[config.mk]
export PLATFORM = sky130hd
export DESIGN_NAME = fcsd_host
export DESIGN_NICKNAME = d
export VERILOG_FILES = /design/src/common/fcsd_pkg.sv /design/src/fcsd_bus_cycle.sv /design/src/fcsd_host.sv
export SDC_FILE = /design/constraint.sdc
export NUM_CORES = 1
export LEC_CHECK = 0
export BUFFER_PORTS_ARGS = -buffer_cell sky130_fd_sc_hd__buf_2
export CAP_MARGIN = 5
export CORE_ASPECT_RATIO = 0.8
export CORE_MARGIN = 1.5
export CORE_UTILIZATION = 49
export DETAILED_ROUTE_END_ITERATION = 10
export PLACE_DENSITY_LB_ADDON = 0.2
export SKIP_LAST_GASP = 1
export SLEW_MARGIN = 10
export SYNTH_ARGS = -nofsm -noshare
export SYNTH_HDL_FRONTEND = slang
export SYNTH_SLANG_ARGS = --single-unit
[constraint.sdc]
create_clock -name i_ref_clk -period 1.8 [get_ports i_ref_clk]
set_clock_uncertainty 0.1 [all_clocks]
set_input_delay 0.27 -clock i_ref_clk [delete_from_list [all_inputs] [get_ports i_ref_clk]]
set_output_delay 0.27 -clock i_ref_clk [all_outputs]
set_load 0.05 [all_outputs]
[src/common/fcsd_pkg.sv]
package fcsd_pkg;
   // Flash command codes
   localparam logic [7:0] FCSD_CMD_READ_ARRAY = 8'hff;
   localparam logic [7:0] FCSD_CMD_IDENT = 8'h90;
   localparam logic [7:0] FCSD_CMD_READ_STATUS = 8'h70;
   localparam logic [7:0] FCSD_CMD_CLEAR_STATUS = 8'h50;
   localparam logic [7:0] FCSD_CMD_PROG_SETUP = 8'h40;
   localparam logic [7:0] FCSD_CMD_PROG_SETUP_ALT = 8'h10;
   localparam logic [7:0] FCSD_CMD_ERASE_SETUP = 8'h20;
   localparam logic [7:0] FCSD_CMD_ERASE_CONFIRM = 8'hd0;
   localparam logic [7:0] FCSD_CMD_ERASE_SUSPEND = 8'hb0;
   // Status word bit positions
   localparam int FCSD_SR_READY = 7;
   localparam int FCSD_SR_PAUSED = 6;
   localparam int FCSD_SR_ERASE_FAIL = 5;
   localparam int FCSD_SR_PROG_FAIL = 4;
   localparam int FCSD_SR_SUPPLY_LOW = 3;
   localparam logic [7:0] FCSD_SR_MEANING_MASK = 8'hf8;
   // Controller register offsets (word addresses on the local port)
   localparam logic [3:0] FCSD_REG_CTRL = 4'h0;
   localparam logic [3:0] FCSD_REG_ADDR = 4'h1;
   localparam logic [3:0] FCSD_REG_DATA = 4'h2;
   localparam logic [3:0] FCSD_REG_STATE = 4'h3;
   localparam logic [3:0] FCSD_REG_RESULT = 4'h4;
   localparam logic [3:0] FCSD_REG_IRQ_STAT = 4'h5;
   localparam logic [3:0] FCSD_REG_IRQ_MASK = 4'h6;
   localparam logic [3:0] FCSD_REG_IDENT = 4'h7;
   // Interrupt status bits
   localparam int FCSD_IRQ_DONE = 0;
   localparam int FCSD_IRQ_FAIL = 1;
   localparam int FCSD_IRQ_ERR = 2;
   // Bus cycle timing in ns and derived cycles at 125 MHz
   localparam int FCSD_CLK_NS = 8;
   localparam int FCSD_STROBE_NS = 80;
   localparam int FCSD_STROBE_CYC = (FCSD_STROBE_NS + FCSD_CLK_NS - 1) / FCSD_CLK_NS;
   localparam int FCSD_GAP_NS = 40;
   localparam int FCSD_GAP_CYC = (FCSD_GAP_NS + FCSD_CLK_NS - 1) / FCSD_CLK_NS;
   // Order codes written to the control register
   typedef enum logic [2:0]
   {
      FCSD_OP_NONE, FCSD_OP_READ, FCSD_OP_PROGRAM, FCSD_OP_ERASE,
      FCSD_OP_SUSPEND, FCSD_OP_RESUME, FCSD_OP_CLEAR, FCSD_OP_IDENT
   } fcsd_op_t;
endpackage

[src/fcsd_bus_cycle.sv]
`timescale 1ns/10ps
// One flash bus cycle: enable low for a fixed time, then a gap.
module fcsd_bus_cycle
   import fcsd_pkg::*;
#(
   parameter int STROBE_CYC = FCSD_STROBE_CYC,
   parameter int GAP_CYC = FCSD_GAP_CYC
)
(
   input wire logic i_ref_clk, // Clock
   input wire logic i_srst, // Sync reset
   input wire logic i_start, // Start a cycle, pulse
   input wire logic i_write, // 1 write, 0 read
   input wire logic [15:0] i_dq_in, // Data pins in
   output logic o_busy, // Cycle under way
   output logic o_done, // Cycle finished, pulse
   output logic o_ce_n, // Chip enable
   output logic o_oe_n, // Output enable
   output logic o_we_n, // Write enable
   output logic o_dq_oe, // Host drives data pins
   output logic [7:0] o_rdata // Low byte captured on read
);
   localparam int CW = $clog2(STROBE_CYC + GAP_CYC + 1);
   localparam logic [CW-1:0] LAST_STROBE = CW'(STROBE_CYC - 1);
   localparam logic [CW-1:0] LAST_ALL = CW'(STROBE_CYC + GAP_CYC - 1);
   logic [CW-1:0] cnt_r;
   logic busy_r;
   logic wr_r;
   logic [7:0] rdata_r;
   wire in_strobe = busy_r && (cnt_r <= LAST_STROBE);
   wire sample = busy_r && !wr_r && (cnt_r == LAST_STROBE);

   always_ff @(posedge i_ref_clk)
   begin
      if (i_srst)
      begin
         busy_r <= 1'b0;
         cnt_r <= '0;
         wr_r <= 1'b0;
      end
      else if (i_start && !busy_r)
      begin
         busy_r <= 1'b1;
         cnt_r <= '0;
         wr_r <= i_write;
      end
      else if (busy_r)
      begin
         busy_r <= (cnt_r != LAST_ALL);
         cnt_r <= cnt_r + CW'(1);
      end
   end

   // Sampled late in the strobe so the device has settled its output
   always_ff @(posedge i_ref_clk)
   begin
      if (i_srst)
         rdata_r <= 8'h00;
      else if (sample)
         rdata_r <= i_dq_in[7:0];
   end

   // Both enables fall together each read, so a new status latch happens
   assign o_ce_n = !in_strobe;
   assign o_oe_n = !(in_strobe && !wr_r);
   assign o_we_n = !(in_strobe && wr_r);
   assign o_dq_oe = busy_r && wr_r;
   assign o_busy = busy_r;
   assign o_done = busy_r && (cnt_r == LAST_ALL);
   assign o_rdata = rdata_r;

   strobe_len_a: assert property (@(posedge i_ref_clk) disable iff (i_srst)
      $fell(o_ce_n) |-> !o_ce_n [*2] ##(STROBE_CYC - 1) o_ce_n)
      else $error("enable pulse length wrong");
   no_drive_read_a: assert property (@(posedge i_ref_clk) disable iff (i_srst)
      !o_oe_n |-> !o_dq_oe)
      else $error("host drives data during read");
endmodule

[src/fcsd_host.sv]
`timescale 1ns/10ps
// Controller that drives the flash through its pins; software orders via a local port.
module fcsd_host
   import fcsd_pkg::*;
#(
   parameter int AW = 17
)
(
   input wire logic i_ref_clk, // Clock, 125 MHz
   input wire logic i_srst, // Sync reset, high
   input wire logic [3:0] i_addr, // Register word address
   input wire logic [31:0] i_wdata, // Write data
   input wire logic i_wr, // Write strobe
   input wire logic i_rd, // Read strobe
   output logic [31:0] o_rdata, // Read data, cycle after strobe
   output logic o_irq, // Level interrupt
   output logic o_ce_n, // Flash chip enable
   output logic o_oe_n, // Flash output enable
   output logic o_we_n, // Flash write enable
   output logic [AW-1:0] o_fl_addr, // Flash address
   input wire logic [15:0] i_dq, // Flash data in
   output logic [15:0] o_dq, // Flash data out
   output logic o_dq_oe // Flash data drive enable
);
   typedef enum logic [2:0] {FCSD_IDLE, FCSD_CMD, FCSD_SECOND, FCSD_POLL, FCSD_ID1, FCSD_ID2}
      fcsd_state_t;

   function automatic logic status_done(input logic [7:0] s);
      status_done = s[FCSD_SR_READY];
   endfunction

   ////////////////////////////////////////////////////////////////
   fcsd_state_t state_r, state_nxt;
   fcsd_op_t op_r;
   logic [AW-1:0] addr_r;
   logic [15:0] data_r;
   logic [7:0] status_r;
   logic [7:0] maker_r;
   logic [7:0] part_r;
   logic [2:0] irq_stat_r;
   logic [2:0] irq_mask_r;
   logic [31:0] rdata_r;
   logic [15:0] dq_r;
   logic [AW-1:0] fl_addr_r;
   logic cyc_start_r;
   logic cyc_write_r;
   logic susp_pend_r;
   logic cyc_busy;
   logic cyc_done;
   logic [7:0] cyc_rdata;

   wire wr_ctrl = i_wr && (i_addr == FCSD_REG_CTRL);
   wire wr_addr = i_wr && (i_addr == FCSD_REG_ADDR);
   wire wr_data = i_wr && (i_addr == FCSD_REG_DATA);
   wire wr_istat = i_wr && (i_addr == FCSD_REG_IRQ_STAT);
   wire wr_imask = i_wr && (i_addr == FCSD_REG_IRQ_MASK);
   wire idle = (state_r == FCSD_IDLE) && !cyc_busy && !cyc_start_r;
   wire fcsd_op_t new_op = fcsd_op_t'(i_wdata[2:0]);
   wire accept = wr_ctrl && idle && (new_op != FCSD_OP_NONE);
   // Only a suspend may break into the wait for an erase; anything else is refused
   wire susp_req = wr_ctrl && (new_op == FCSD_OP_SUSPEND) && (state_r == FCSD_POLL)
      && (op_r == FCSD_OP_ERASE) && !poll_done;
   // Mask reserved bits before judging the status word
   wire [7:0] status_meaning = cyc_rdata & FCSD_SR_MEANING_MASK;
   wire poll_done = (state_r == FCSD_POLL) && cyc_done && status_done(status_meaning);
   // Fail bits only trusted once ready reads one
   wire poll_fail = poll_done &&
      (status_meaning[FCSD_SR_ERASE_FAIL] || status_meaning[FCSD_SR_PROG_FAIL]
       || status_meaning[FCSD_SR_SUPPLY_LOW]);
   wire [2:0] irq_set = {wr_ctrl && !idle && !susp_req, poll_fail, poll_done};

   ////////////////////////////////////////////////////////////////
   // First command byte for each order
   logic [7:0] first_code;
   always_comb
   begin
      case (op_r)
         FCSD_OP_READ: first_code = FCSD_CMD_READ_ARRAY;
         FCSD_OP_PROGRAM: first_code = data_r[15] ? FCSD_CMD_PROG_SETUP_ALT
                                                  : FCSD_CMD_PROG_SETUP;
         FCSD_OP_ERASE: first_code = FCSD_CMD_ERASE_SETUP;
         FCSD_OP_SUSPEND: first_code = FCSD_CMD_ERASE_SUSPEND;
         FCSD_OP_RESUME: first_code = FCSD_CMD_ERASE_CONFIRM;
         FCSD_OP_CLEAR: first_code = FCSD_CMD_CLEAR_STATUS;
         FCSD_OP_IDENT: first_code = FCSD_CMD_IDENT;
         default: first_code = FCSD_CMD_READ_STATUS;
      endcase
   end

   always_comb
   begin
      state_nxt = state_r;
      case (state_r)
         FCSD_IDLE: if (accept) state_nxt = FCSD_CMD;
         FCSD_CMD:
            if (cyc_done)
            begin
               case (op_r)
                  FCSD_OP_PROGRAM, FCSD_OP_ERASE: state_nxt = FCSD_SECOND;
                  FCSD_OP_SUSPEND, FCSD_OP_RESUME: state_nxt = FCSD_POLL;
                  FCSD_OP_IDENT: state_nxt = FCSD_ID1;
                  default: state_nxt = FCSD_IDLE;
               endcase
            end
         FCSD_SECOND: if (cyc_done) state_nxt = FCSD_POLL;
         // Keep reading; each read is a fresh enable fall
         // A suspend taken mid-poll goes out once the read under way ends
         FCSD_POLL:
            if (cyc_done && susp_pend_r)
               state_nxt = FCSD_CMD;
            else if (poll_done)
               state_nxt = FCSD_IDLE;
         FCSD_ID1: if (cyc_done) state_nxt = FCSD_ID2;
         FCSD_ID2: if (cyc_done) state_nxt = FCSD_IDLE;
         default: state_nxt = FCSD_IDLE;
      endcase
   end

   // A new bus cycle starts each time a step needs one
   wire step_start = !cyc_busy && !cyc_start_r && (state_r != FCSD_IDLE);
   wire step_write = (state_r == FCSD_CMD) || (state_r == FCSD_SECOND);
   // Upper byte driven to zero on commands, never floating
   wire [15:0] step_dq = (state_r == FCSD_SECOND) ?
      ((op_r == FCSD_OP_ERASE) ? {8'h00, FCSD_CMD_ERASE_CONFIRM} : data_r)
      : {8'h00, first_code};
   // Identifier reads pick the code with the lowest address bit
   wire [AW-1:0] step_addr = (state_r == FCSD_ID1) ? {AW{1'b0}} :
      (state_r == FCSD_ID2) ? {{(AW-1){1'b0}}, 1'b1} : addr_r;

   ////////////////////////////////////////////////////////////////
   always_ff @(posedge i_ref_clk)
   begin
      if (i_srst)
      begin
         state_r <= FCSD_IDLE;
         op_r <= FCSD_OP_NONE;
         susp_pend_r <= 1'b0;
         cyc_start_r <= 1'b0;
         cyc_write_r <= 1'b0;
         dq_r <= 16'h0000;
         fl_addr_r <= '0;
      end
      else
      begin
         state_r <= state_nxt;
         if (accept || susp_req)
            op_r <= new_op;
         if (susp_req)
            susp_pend_r <= 1'b1;
         else if (state_r != FCSD_POLL)
            susp_pend_r <= 1'b0;
         cyc_start_r <= step_start;
         if (step_start)
         begin
            cyc_write_r <= step_write;
            dq_r <= step_dq;
            fl_addr_r <= step_addr;
         end
      end
   end

   always_ff @(posedge i_ref_clk)
   begin
      if (i_srst)
      begin
         addr_r <= '0;
         data_r <= 16'h0000;
         irq_mask_r <= 3'h0;
      end
      else
      begin
         if (wr_addr && idle)
            addr_r <= i_wdata[AW-1:0];
         if (wr_data && idle)
            data_r <= i_wdata[15:0];
         if (wr_imask)
            irq_mask_r <= i_wdata[2:0];
      end
   end

   // Set wins over a write-one-to-clear in the same cycle
   always_ff @(posedge i_ref_clk)
   begin
      if (i_srst)
         irq_stat_r <= 3'h0;
      else
         irq_stat_r <= (irq_stat_r & ~(wr_istat ? i_wdata[2:0] : 3'h0)) | irq_set;
   end

   // Last status kept; device flags accumulate until a clear order
   always_ff @(posedge i_ref_clk)
   begin
      if (i_srst)
      begin
         status_r <= 8'h00;
         maker_r <= 8'h00;
         part_r <= 8'h00;
      end
      else if (cyc_done)
      begin
         if (state_r == FCSD_POLL)
            status_r <= status_meaning;
         if (state_r == FCSD_ID1)
            maker_r <= cyc_rdata;
         if (state_r == FCSD_ID2)
            part_r <= cyc_rdata;
      end
   end

   wire [31:0] rd_mux =
      (i_addr == FCSD_REG_CTRL) ? {29'h0, op_r} :
      (i_addr == FCSD_REG_ADDR) ? 32'(addr_r) :
      (i_addr == FCSD_REG_DATA) ? {16'h0, data_r} :
      (i_addr == FCSD_REG_STATE) ? {31'h0, !idle} :
      (i_addr == FCSD_REG_RESULT) ? {24'h0, status_r} :
      (i_addr == FCSD_REG_IRQ_STAT) ? {29'h0, irq_stat_r} :
      (i_addr == FCSD_REG_IRQ_MASK) ? {29'h0, irq_mask_r} :
      (i_addr == FCSD_REG_IDENT) ? {16'h0, part_r, maker_r} : 32'h0;

   always_ff @(posedge i_ref_clk)
   begin
      if (i_srst)
         rdata_r <= 32'h0;
      else
         rdata_r <= i_rd ? rd_mux : 32'h0;
   end

   fcsd_bus_cycle u_cycle
   (
      .i_ref_clk(i_ref_clk),
      .i_srst(i_srst),
      .i_start(cyc_start_r),
      .i_write(cyc_write_r),
      .i_dq_in(i_dq),
      .o_busy(cyc_busy),
      .o_done(cyc_done),
      .o_ce_n(o_ce_n),
      .o_oe_n(o_oe_n),
      .o_we_n(o_we_n),
      .o_dq_oe(o_dq_oe),
      .o_rdata(cyc_rdata)
   );

   assign o_dq = dq_r;
   assign o_fl_addr = fl_addr_r;
   assign o_rdata = rdata_r;
   assign o_irq = |(irq_stat_r & irq_mask_r);

   ////////////////////////////////////////////////////////////////
   ident_two_reads_a: assert property (@(posedge i_ref_clk) disable iff (i_srst)
      (state_r == FCSD_ID1 && cyc_done) |=> state_r == FCSD_ID2)
      else $error("identifier needs a second read");
   ident_addr_a: assert property (@(posedge i_ref_clk) disable iff (i_srst)
      (state_r == FCSD_ID2 && !o_oe_n) |-> o_fl_addr[0])
      else $error("part code read without lowest bit");
   upper_byte_a: assert property (@(posedge i_ref_clk) disable iff (i_srst)
      (state_r == FCSD_CMD && o_dq_oe) |-> o_dq[15:8] == 8'h00)
      else $error("upper byte not driven low on command");
   prog_setup_a: assert property (@(posedge i_ref_clk) disable iff (i_srst)
      (state_r == FCSD_CMD && op_r == FCSD_OP_PROGRAM && !o_we_n)
      |-> (o_dq[7:0] == 8'h40 || o_dq[7:0] == 8'h10))
      else $error("bad program setup code");
   second_write_a: assert property (@(posedge i_ref_clk) disable iff (i_srst)
      (state_r == FCSD_SECOND && op_r == FCSD_OP_PROGRAM && !o_we_n)
      |-> (o_dq == data_r && o_fl_addr == addr_r))
      else $error("program value or target wrong");
   erase_confirm_a: assert property (@(posedge i_ref_clk) disable iff (i_srst)
      (state_r == FCSD_SECOND && op_r == FCSD_OP_ERASE && !o_we_n)
      |-> (o_dq[7:0] == 8'hd0 && o_fl_addr == addr_r))
      else $error("erase confirm wrong");
   poll_ready_a: assert property (@(posedge i_ref_clk) disable iff (i_srst)
      (state_r == FCSD_POLL && cyc_done && !cyc_rdata[FCSD_SR_READY] && !susp_pend_r)
      |=> state_r == FCSD_POLL)
      else $error("poll left before ready");
   poll_toggle_a: assert property (@(posedge i_ref_clk) disable iff (i_srst)
      (state_r == FCSD_POLL && $fell(o_oe_n)) |-> $past(o_ce_n))
      else $error("status read without enable toggle");
   event_set_a: assert property (@(posedge i_ref_clk) disable iff (i_srst)
      irq_set != 3'h0 |=> (irq_stat_r & $past(irq_set)) == $past(irq_set))
      else $error("event lost to a clear");

   cov_program_c: cover property (@(posedge i_ref_clk)
      state_r == FCSD_POLL && op_r == FCSD_OP_PROGRAM && poll_done);
   cov_erase_fail_c: cover property (@(posedge i_ref_clk)
      poll_done && status_meaning[FCSD_SR_ERASE_FAIL]);
   cov_suspend_c: cover property (@(posedge i_ref_clk)
      poll_done && status_meaning[FCSD_SR_PAUSED]);
   cov_ident_c: cover property (@(posedge i_ref_clk)
      state_r == FCSD_ID2 && cyc_done);
endmodule
# After elaboration in Yosys (flattened, before gate mapping)
# Cells that the tools add are included.
[word_totals]
reg_bits = 148
latchBits = 0
ram_bits = 0
rom_bits = 0
out_inout_bits = 70
elab_cells = 146
n_memories = 0
[classes]
n_addsub = 1
multipliers = 0
div = 0
magnitude_cmp = 1
n_eq_ne = 30
shifts = 0
mux = 28
bitwise_logic = 5
n_reduce_logical = 60
[op_table]
columns = ["op", "count"]
rows = [
  ["$mux 16", 8],
  ["$pmux 8 s7", 1],
  ["$mux 17", 3],
  ["$logic_and 1x1->1", 31],
  ["$mux 3", 9],
  ["$eq 3x3->1 const B", 7],
  ["$pmux 3 s6", 1],
  ["$eq 4x3->1 const B", 4],
  ["$eq 3x2->1 const B", 4],
  ["$ne 2x2->1 const B", 5],
  ["$logic_not 1->1", 9],
  ["$pmux 3 s3", 1],
  ["$reduce_or 9->1", 1],
  ["$eq 4x2->1 const B", 2],
  ["$eq 4x4->1 const B", 2],
  ["$reduce_or 2->1", 4],
  ["$mux 7", 1],
  ["$and 3x3->3", 2],
  ["$eq 3x1->1 const B", 2],
  ["$reduce_and 2->1", 3],
  ["$reduce_and 6->1", 1],
  ["$reduce_bool 3->1", 2],
  ["$reduce_or 3->1", 2],
  ["$add 4x1->4 const B", 1],
  ["13 further kinds", 19],
]

# Longest topological paths before layout
[depth]
word_depth = 9
depth_mapped = 7
depth_no_buf = 6

# Hierarchy
# A second synthesis with hierarchy kept.
[hier_totals]
cells_unflattened = 659
area_unflattened_um2 = 5916.9
[by_module_without_submodules]
columns = ["module", "n_inst", "cells_per_inst", "area_per_inst_um2", "seq_area_each_um2"]
rows = [
  ["fcsd_host", 1, 583, 5181.2, 2382.3],
  ["fcsd_bus_cycle", 1, 76, 735.7, 280.3],
]

# Worst setup path before layout
# No wires, ideal clock.
[synth_timing]
kind = "reg2reg"
start = "register u_cycle.cnt_r[0]"
end = "register op_r[1]"
setup_ns = 0.134
t_arrival_ns = 1.714
required_time_ns = 1.566
path_slack_ns = -0.148
path_stages_with_launch = 8
path_buffers = 1
path_cell_list = "dfxtp_1 -> inv_1 -> ha_1 -> and4_1 -> buf_2 -> a2111o_1 -> a21boi_0 -> o22ai_1"
[synth_between]
elab_chain_len = 7
[synth_rtl]
columns = ["element", "line_no", "text"]
rows = [
  ["from (decl)", "fcsd_bus_cycle.sv:26", "logic [CW-1:0] cnt_r;"],
  ["from (signal assigned)", "fcsd_bus_cycle.sv:50", "cnt_r <= cnt_r + CW'(1);"],
  ["$eq 4x4->1", "fcsd_bus_cycle.sv:69", "assign o_done = busy_r && (cnt_r == LAST_ALL);"],
  ["$logic_and 1x1->1", "fcsd_bus_cycle.sv:69", ""],
  ["$logic_and 1x1->1 (2 in a row)", "fcsd_host.sv:65", "wire poll_done = (state_r == FCSD_POLL) && cyc_done && status_done(status_meaning);"],
  ["$logic_not 1->1", "fcsd_host.sv:62", "&& (op_r == FCSD_OP_ERASE) && !poll_done;"],
  ["$logic_and 1x1->1", "fcsd_host.sv:62", ""],
  ["$logic_or 1x1->1", "fcsd_host.sv:146", "if (accept || susp_req)"],
  ["to (signal assigned)", "fcsd_host.sv:147", "op_r <= new_op;"],
  ["to (decl)", "fcsd_host.sv:34", "fcsd_op_t op_r;"],
]
# Every way passes these cells.
# A chain may end at the register's enable or synchronous reset.

# Final worst setup path
[layout_timing]
start = "register u_cycle.cnt_r[1]"
end = "output o_we_n"
[layout_between]
elab_chain_len = 4
[layout_rtl]
columns = ["element", "line_no", "text"]
rows = [
  ["$le 4x4->1", "fcsd_bus_cycle.sv:30", "wire in_strobe = busy_r && (cnt_r <= LAST_STROBE);"],
  ["$logic_and 1x1->1", "fcsd_bus_cycle.sv:30", ""],
  ["$logic_and 1x1->1", "fcsd_bus_cycle.sv:66", "assign o_we_n = !(in_strobe && wr_r);"],
  ["$logic_not 1->1", "fcsd_bus_cycle.sv:66", ""],
  ["to (decl)", "fcsd_host.sv:19", "output logic o_we_n,"],
]
# Every way passes these cells.

==> results.json <==
{
  "status": "finished, violations left",
  "violations": "design-rule violations, negative setup slack",
  "grt_max_degree": 120,
  "clk_latency_ns": 0.42,
  "peakVddDrop_mv": 0.968,
  "clk_path_buf_depth": 2,
  "root_buffer": "clkbuf_16",
  "rows": 35,
  "fp.dieW_um": 126,
  "ff_latch_area_um2": 2670,
  "avgSynthCellArea_um2": 8.94,
  "grt_setup_unrepaired": "true",
  "drt-initial-drc-count": 562,
  "ff2ff_path_depth": 4,
  "nets": 839,
  "worst_slew_pin_slew_ns": 0.663,
  "async_reset_ff_share_pct": 0,
  "yosysUniqueCellTypes": 67,
  "setup_tns_ns": -0.496,
  "nFillCells": 931,
  "timing.final.ws_setup_ns": -0.182,
  "wirelength_um": 16600,
  "wl_per_cell_um": 17.6,
  "path_class": "flop to output port",
  "ys.flop_type": "dfxtp_1",
  "setup_viol": 3,
  "cts-htree-levels": 4,
  "path_cells": "buf_6 > inv_6 > ha_4 > nor2_2 > o21ai_1 > and2_4 > nand2_2 > buf_8",
  "crit_family": "buffers and inverters",
  "powerDensity_nw_per_um2": 964,
  "cp.arrival_ns": 1.61,
  "syn_to_final_growth_pct": 28.2,
  "drt-pass1-iter-count": 10,
  "portBuffers": 87,
  "grt_overflow": 0,
  "required_ns": 1.43,
  "drive_above_1_share_pct": 26.6,
  "viasPerCell": 5.57,
  "fin_crit_ns": 1.98,
  "cts_tree": "done",
  "synth-warning-count": 0,
  "whs_path_depth": 3,
  "slowest_delay_ns": 0.33,
  "regToRegEndpoint": "state_r[0]$_SDFFE_PP0P_",
  "max_cap_viol_count": 0,
  "cts-buffers-inserted": 17,
  "timing.rr.start": "state_r[0]$_SDFFE_PP0P_",
  "start_util_pct": 50.7,
  "hold_viol": 0,
  "first_global_vias": 4854,
  "hold_class": "input pin to flop",
  "hold_ws_ns": 0.00497,
  "hold_start": "i_dq[0]",
  "syn_area_um2": 5910,
  "startpoint_type": "flop",
  "max_freq_mhz": 505,
  "cts.sinks": 133,
  "critPathBufInv": 3,
  "finalCritPeriodShare_pct": 110,
  "gr-usage-all-layers_pct": 26.6,
  "final_util_pct": 65.0,
  "pre_cts_ws_ns": -0.0922,
  "critPathSlowestCell": "dfxtp_2",
  "clk_pin_slew_worst_paths_ns": 0.06,
  "ant_nets": 0,
  "holdPathEnd": "u_cycle.o_rdata[0]$_SDFFE_PP0P_",
  "multi_input_area_um2": 3010,
  "endpoint_kind": "output port",
  "synth-edff-count": 0,
  "leakagePower_nw": 3.36,
  "cp_max_fo": 3,
  "hpwl_um": 11600,
  "relSlewSlack_pct": 55.7,
  "antenna_found_initial": 0,
  "yosysSeqAreaShare_pct": 45.0,
  "grt_pass1_wl_um": 26300,
  "io_pins": 126,
  "synth_cells": 661,
  "antennaDiodeCount": 0,
  "die-area_um2": 12700,
  "vias": 5235,
  "design.core.area_um2": 11600,
  "place_congestion": 0.905,
  "post-route-drc-count": 7,
  "fp.dieH_um": 101,
  "ys_ff_latch": 133,
  "drv_slew": 0,
  "r2r_setup_slack_ns": 0.06
}
## per-layer routing
metal / track usage (%) / routed length, um
met1: 40.5 / 8280
met2: 38.7 / 7010
met3: 3.91 / 1040
met4: 8.31 / 242
met5: 0 / 0
## sequential cells by signal, indices dropped and copies added (netlist names)
signal and cells:
irq_stat_r 3, u_cycle.o_busy 1, addr_r 17, susp_pend_r 1, status_r 5, part_r 8
op_r 3, u_cycle.cnt_r 4, cyc_start_r 1, u_cycle.o_rdata 8, irq_mask_r 3, u_cycle.wr_r 1
data_r 16, state_r 3, o_fl_addr 17, maker_r 8, o_dq 16, o_rdata 17
cyc_write_r 1
## how the worst max path moves through the flow
| stage | start | to | slack (ns) | cells after the start |
|---|---|---|---|---|
| finish | u_cycle.cnt_r[1]$_SDFFE_PP0P_ | o_we_n | -0.18 | 8 |
| detailed placement | i_addr[1] | state_r[0]$_SDFFE_PP0P_ | -0.09 | 5 |
| CTS | u_cycle.cnt_r[1]$_SDFFE_PP0P_ | o_we_n | -0.18 | 8 |
| global placement | i_addr[1] | state_r[0]$_SDFFE_PP0P_ | -0.08 | 5 |
| floorplan | i_addr[2] | state_r[0]$_SDFFE_PP0P_ | 0.007 | 5 |
| global route | u_cycle.cnt_r[1]$_SDFFE_PP0P_ | o_we_n | -0.22 | 8 |
## layout by cell type (no fill, tap or decap), types with 7 or more instances in the layout
cell type  synthesis  layout
dfxtp_1          133     127
nor2_1           100      98
buf_2              6      82
mux2i_1           65      64
a21oi_1           49      49
nand2_1           47      46
buf_4             17      44
nand3_1           22      22
o21ai_0           19      18
a22oi_1           18      18
clkbuf_16          0      17
conb_1             1      15
nor2b_1           14      14
a22o_1            10      10
inv_1             11       8
a211oi_1           8       8
nand3b_1           7       7
and3_1             7       7
## layout make-up
| class | instances | area share, % |
|---|---|---|
| clock buffers | 17 | 5.62 |
| inverters | 11 | 0.611 |
| clock inverters | 15 | 2.87 |
| multi-input cells | 470 | 39.7 |
| well taps | 148 | 2.44 |
| flip-flops and latches | 133 | 35.3 |
| repair buffers | 146 | 13.5 |
## kinds of logic after synthesis
| kind of cell | count (synthesis) | synth area share [%] |
|---|---|---|
| AOI/OAI and AO/OA | 136 | 14.9 |
| buffers and inverters | 72 | 6.31 |
| xor gates and xnor gates | 3 | 0.445 |
| DFF | 133 | 45.0 |
| adders and majority gates | 4 | 0.847 |
| muxes | 69 | 11.8 |
| and+or+nand+nor | 243 | 20.6 |
| other | 1 | 0.0634 |
## where the power goes
part	total (mW)	internal, mW	switching (mW)
logic	0.508	0.165	0.343
registers	2.99	2.97	0.0248
clock network	3.80	2.36	1.44
## synth_stat cells (all sizes together) (6+ instances only)
master    n  area (um2)
nand2b    7        43.8
nand3b    7        52.6
a211oi    9        72.6
a21oi    49         245
dfxtp   133        2660
and2      6        37.5
inv      11        41.3
nor3      8        56.3
nand2    47         176
clkbuf   32         121
nor2    101         382
mux2i    65         651
a22o     10        87.6
o21ai    20         100
buf      29         210
and3      7        43.8
nand3    22         110
a22oi    18         135
nor2b    14        87.6
## worst min-delay path: stages
cell	delay, ns
buf_2	0.07
mux2i_1	0.06
nor2_1	0.08
## repair_timing
action | in CTS | in global routing
hold buffers | 5 | 0
pin swaps | 5 | 7
setup endpoints to repair | 18 | 61
buffers inserted | 2 | 2
endpoints found under the hold margin | 5 | 0
resized for setup | 28 | 14
## stage by stage
step	area (um2)	std cells	power, mW
floorplan	5970	675	3.40
global placement	6700	899	3.53
detailed placement	6700	899	3.54
CTS	7500	938	7.32
global route	7580	940	7.50
finish	7580	940	7.31
Note: power is estimated with default switching activity, not from simulation.
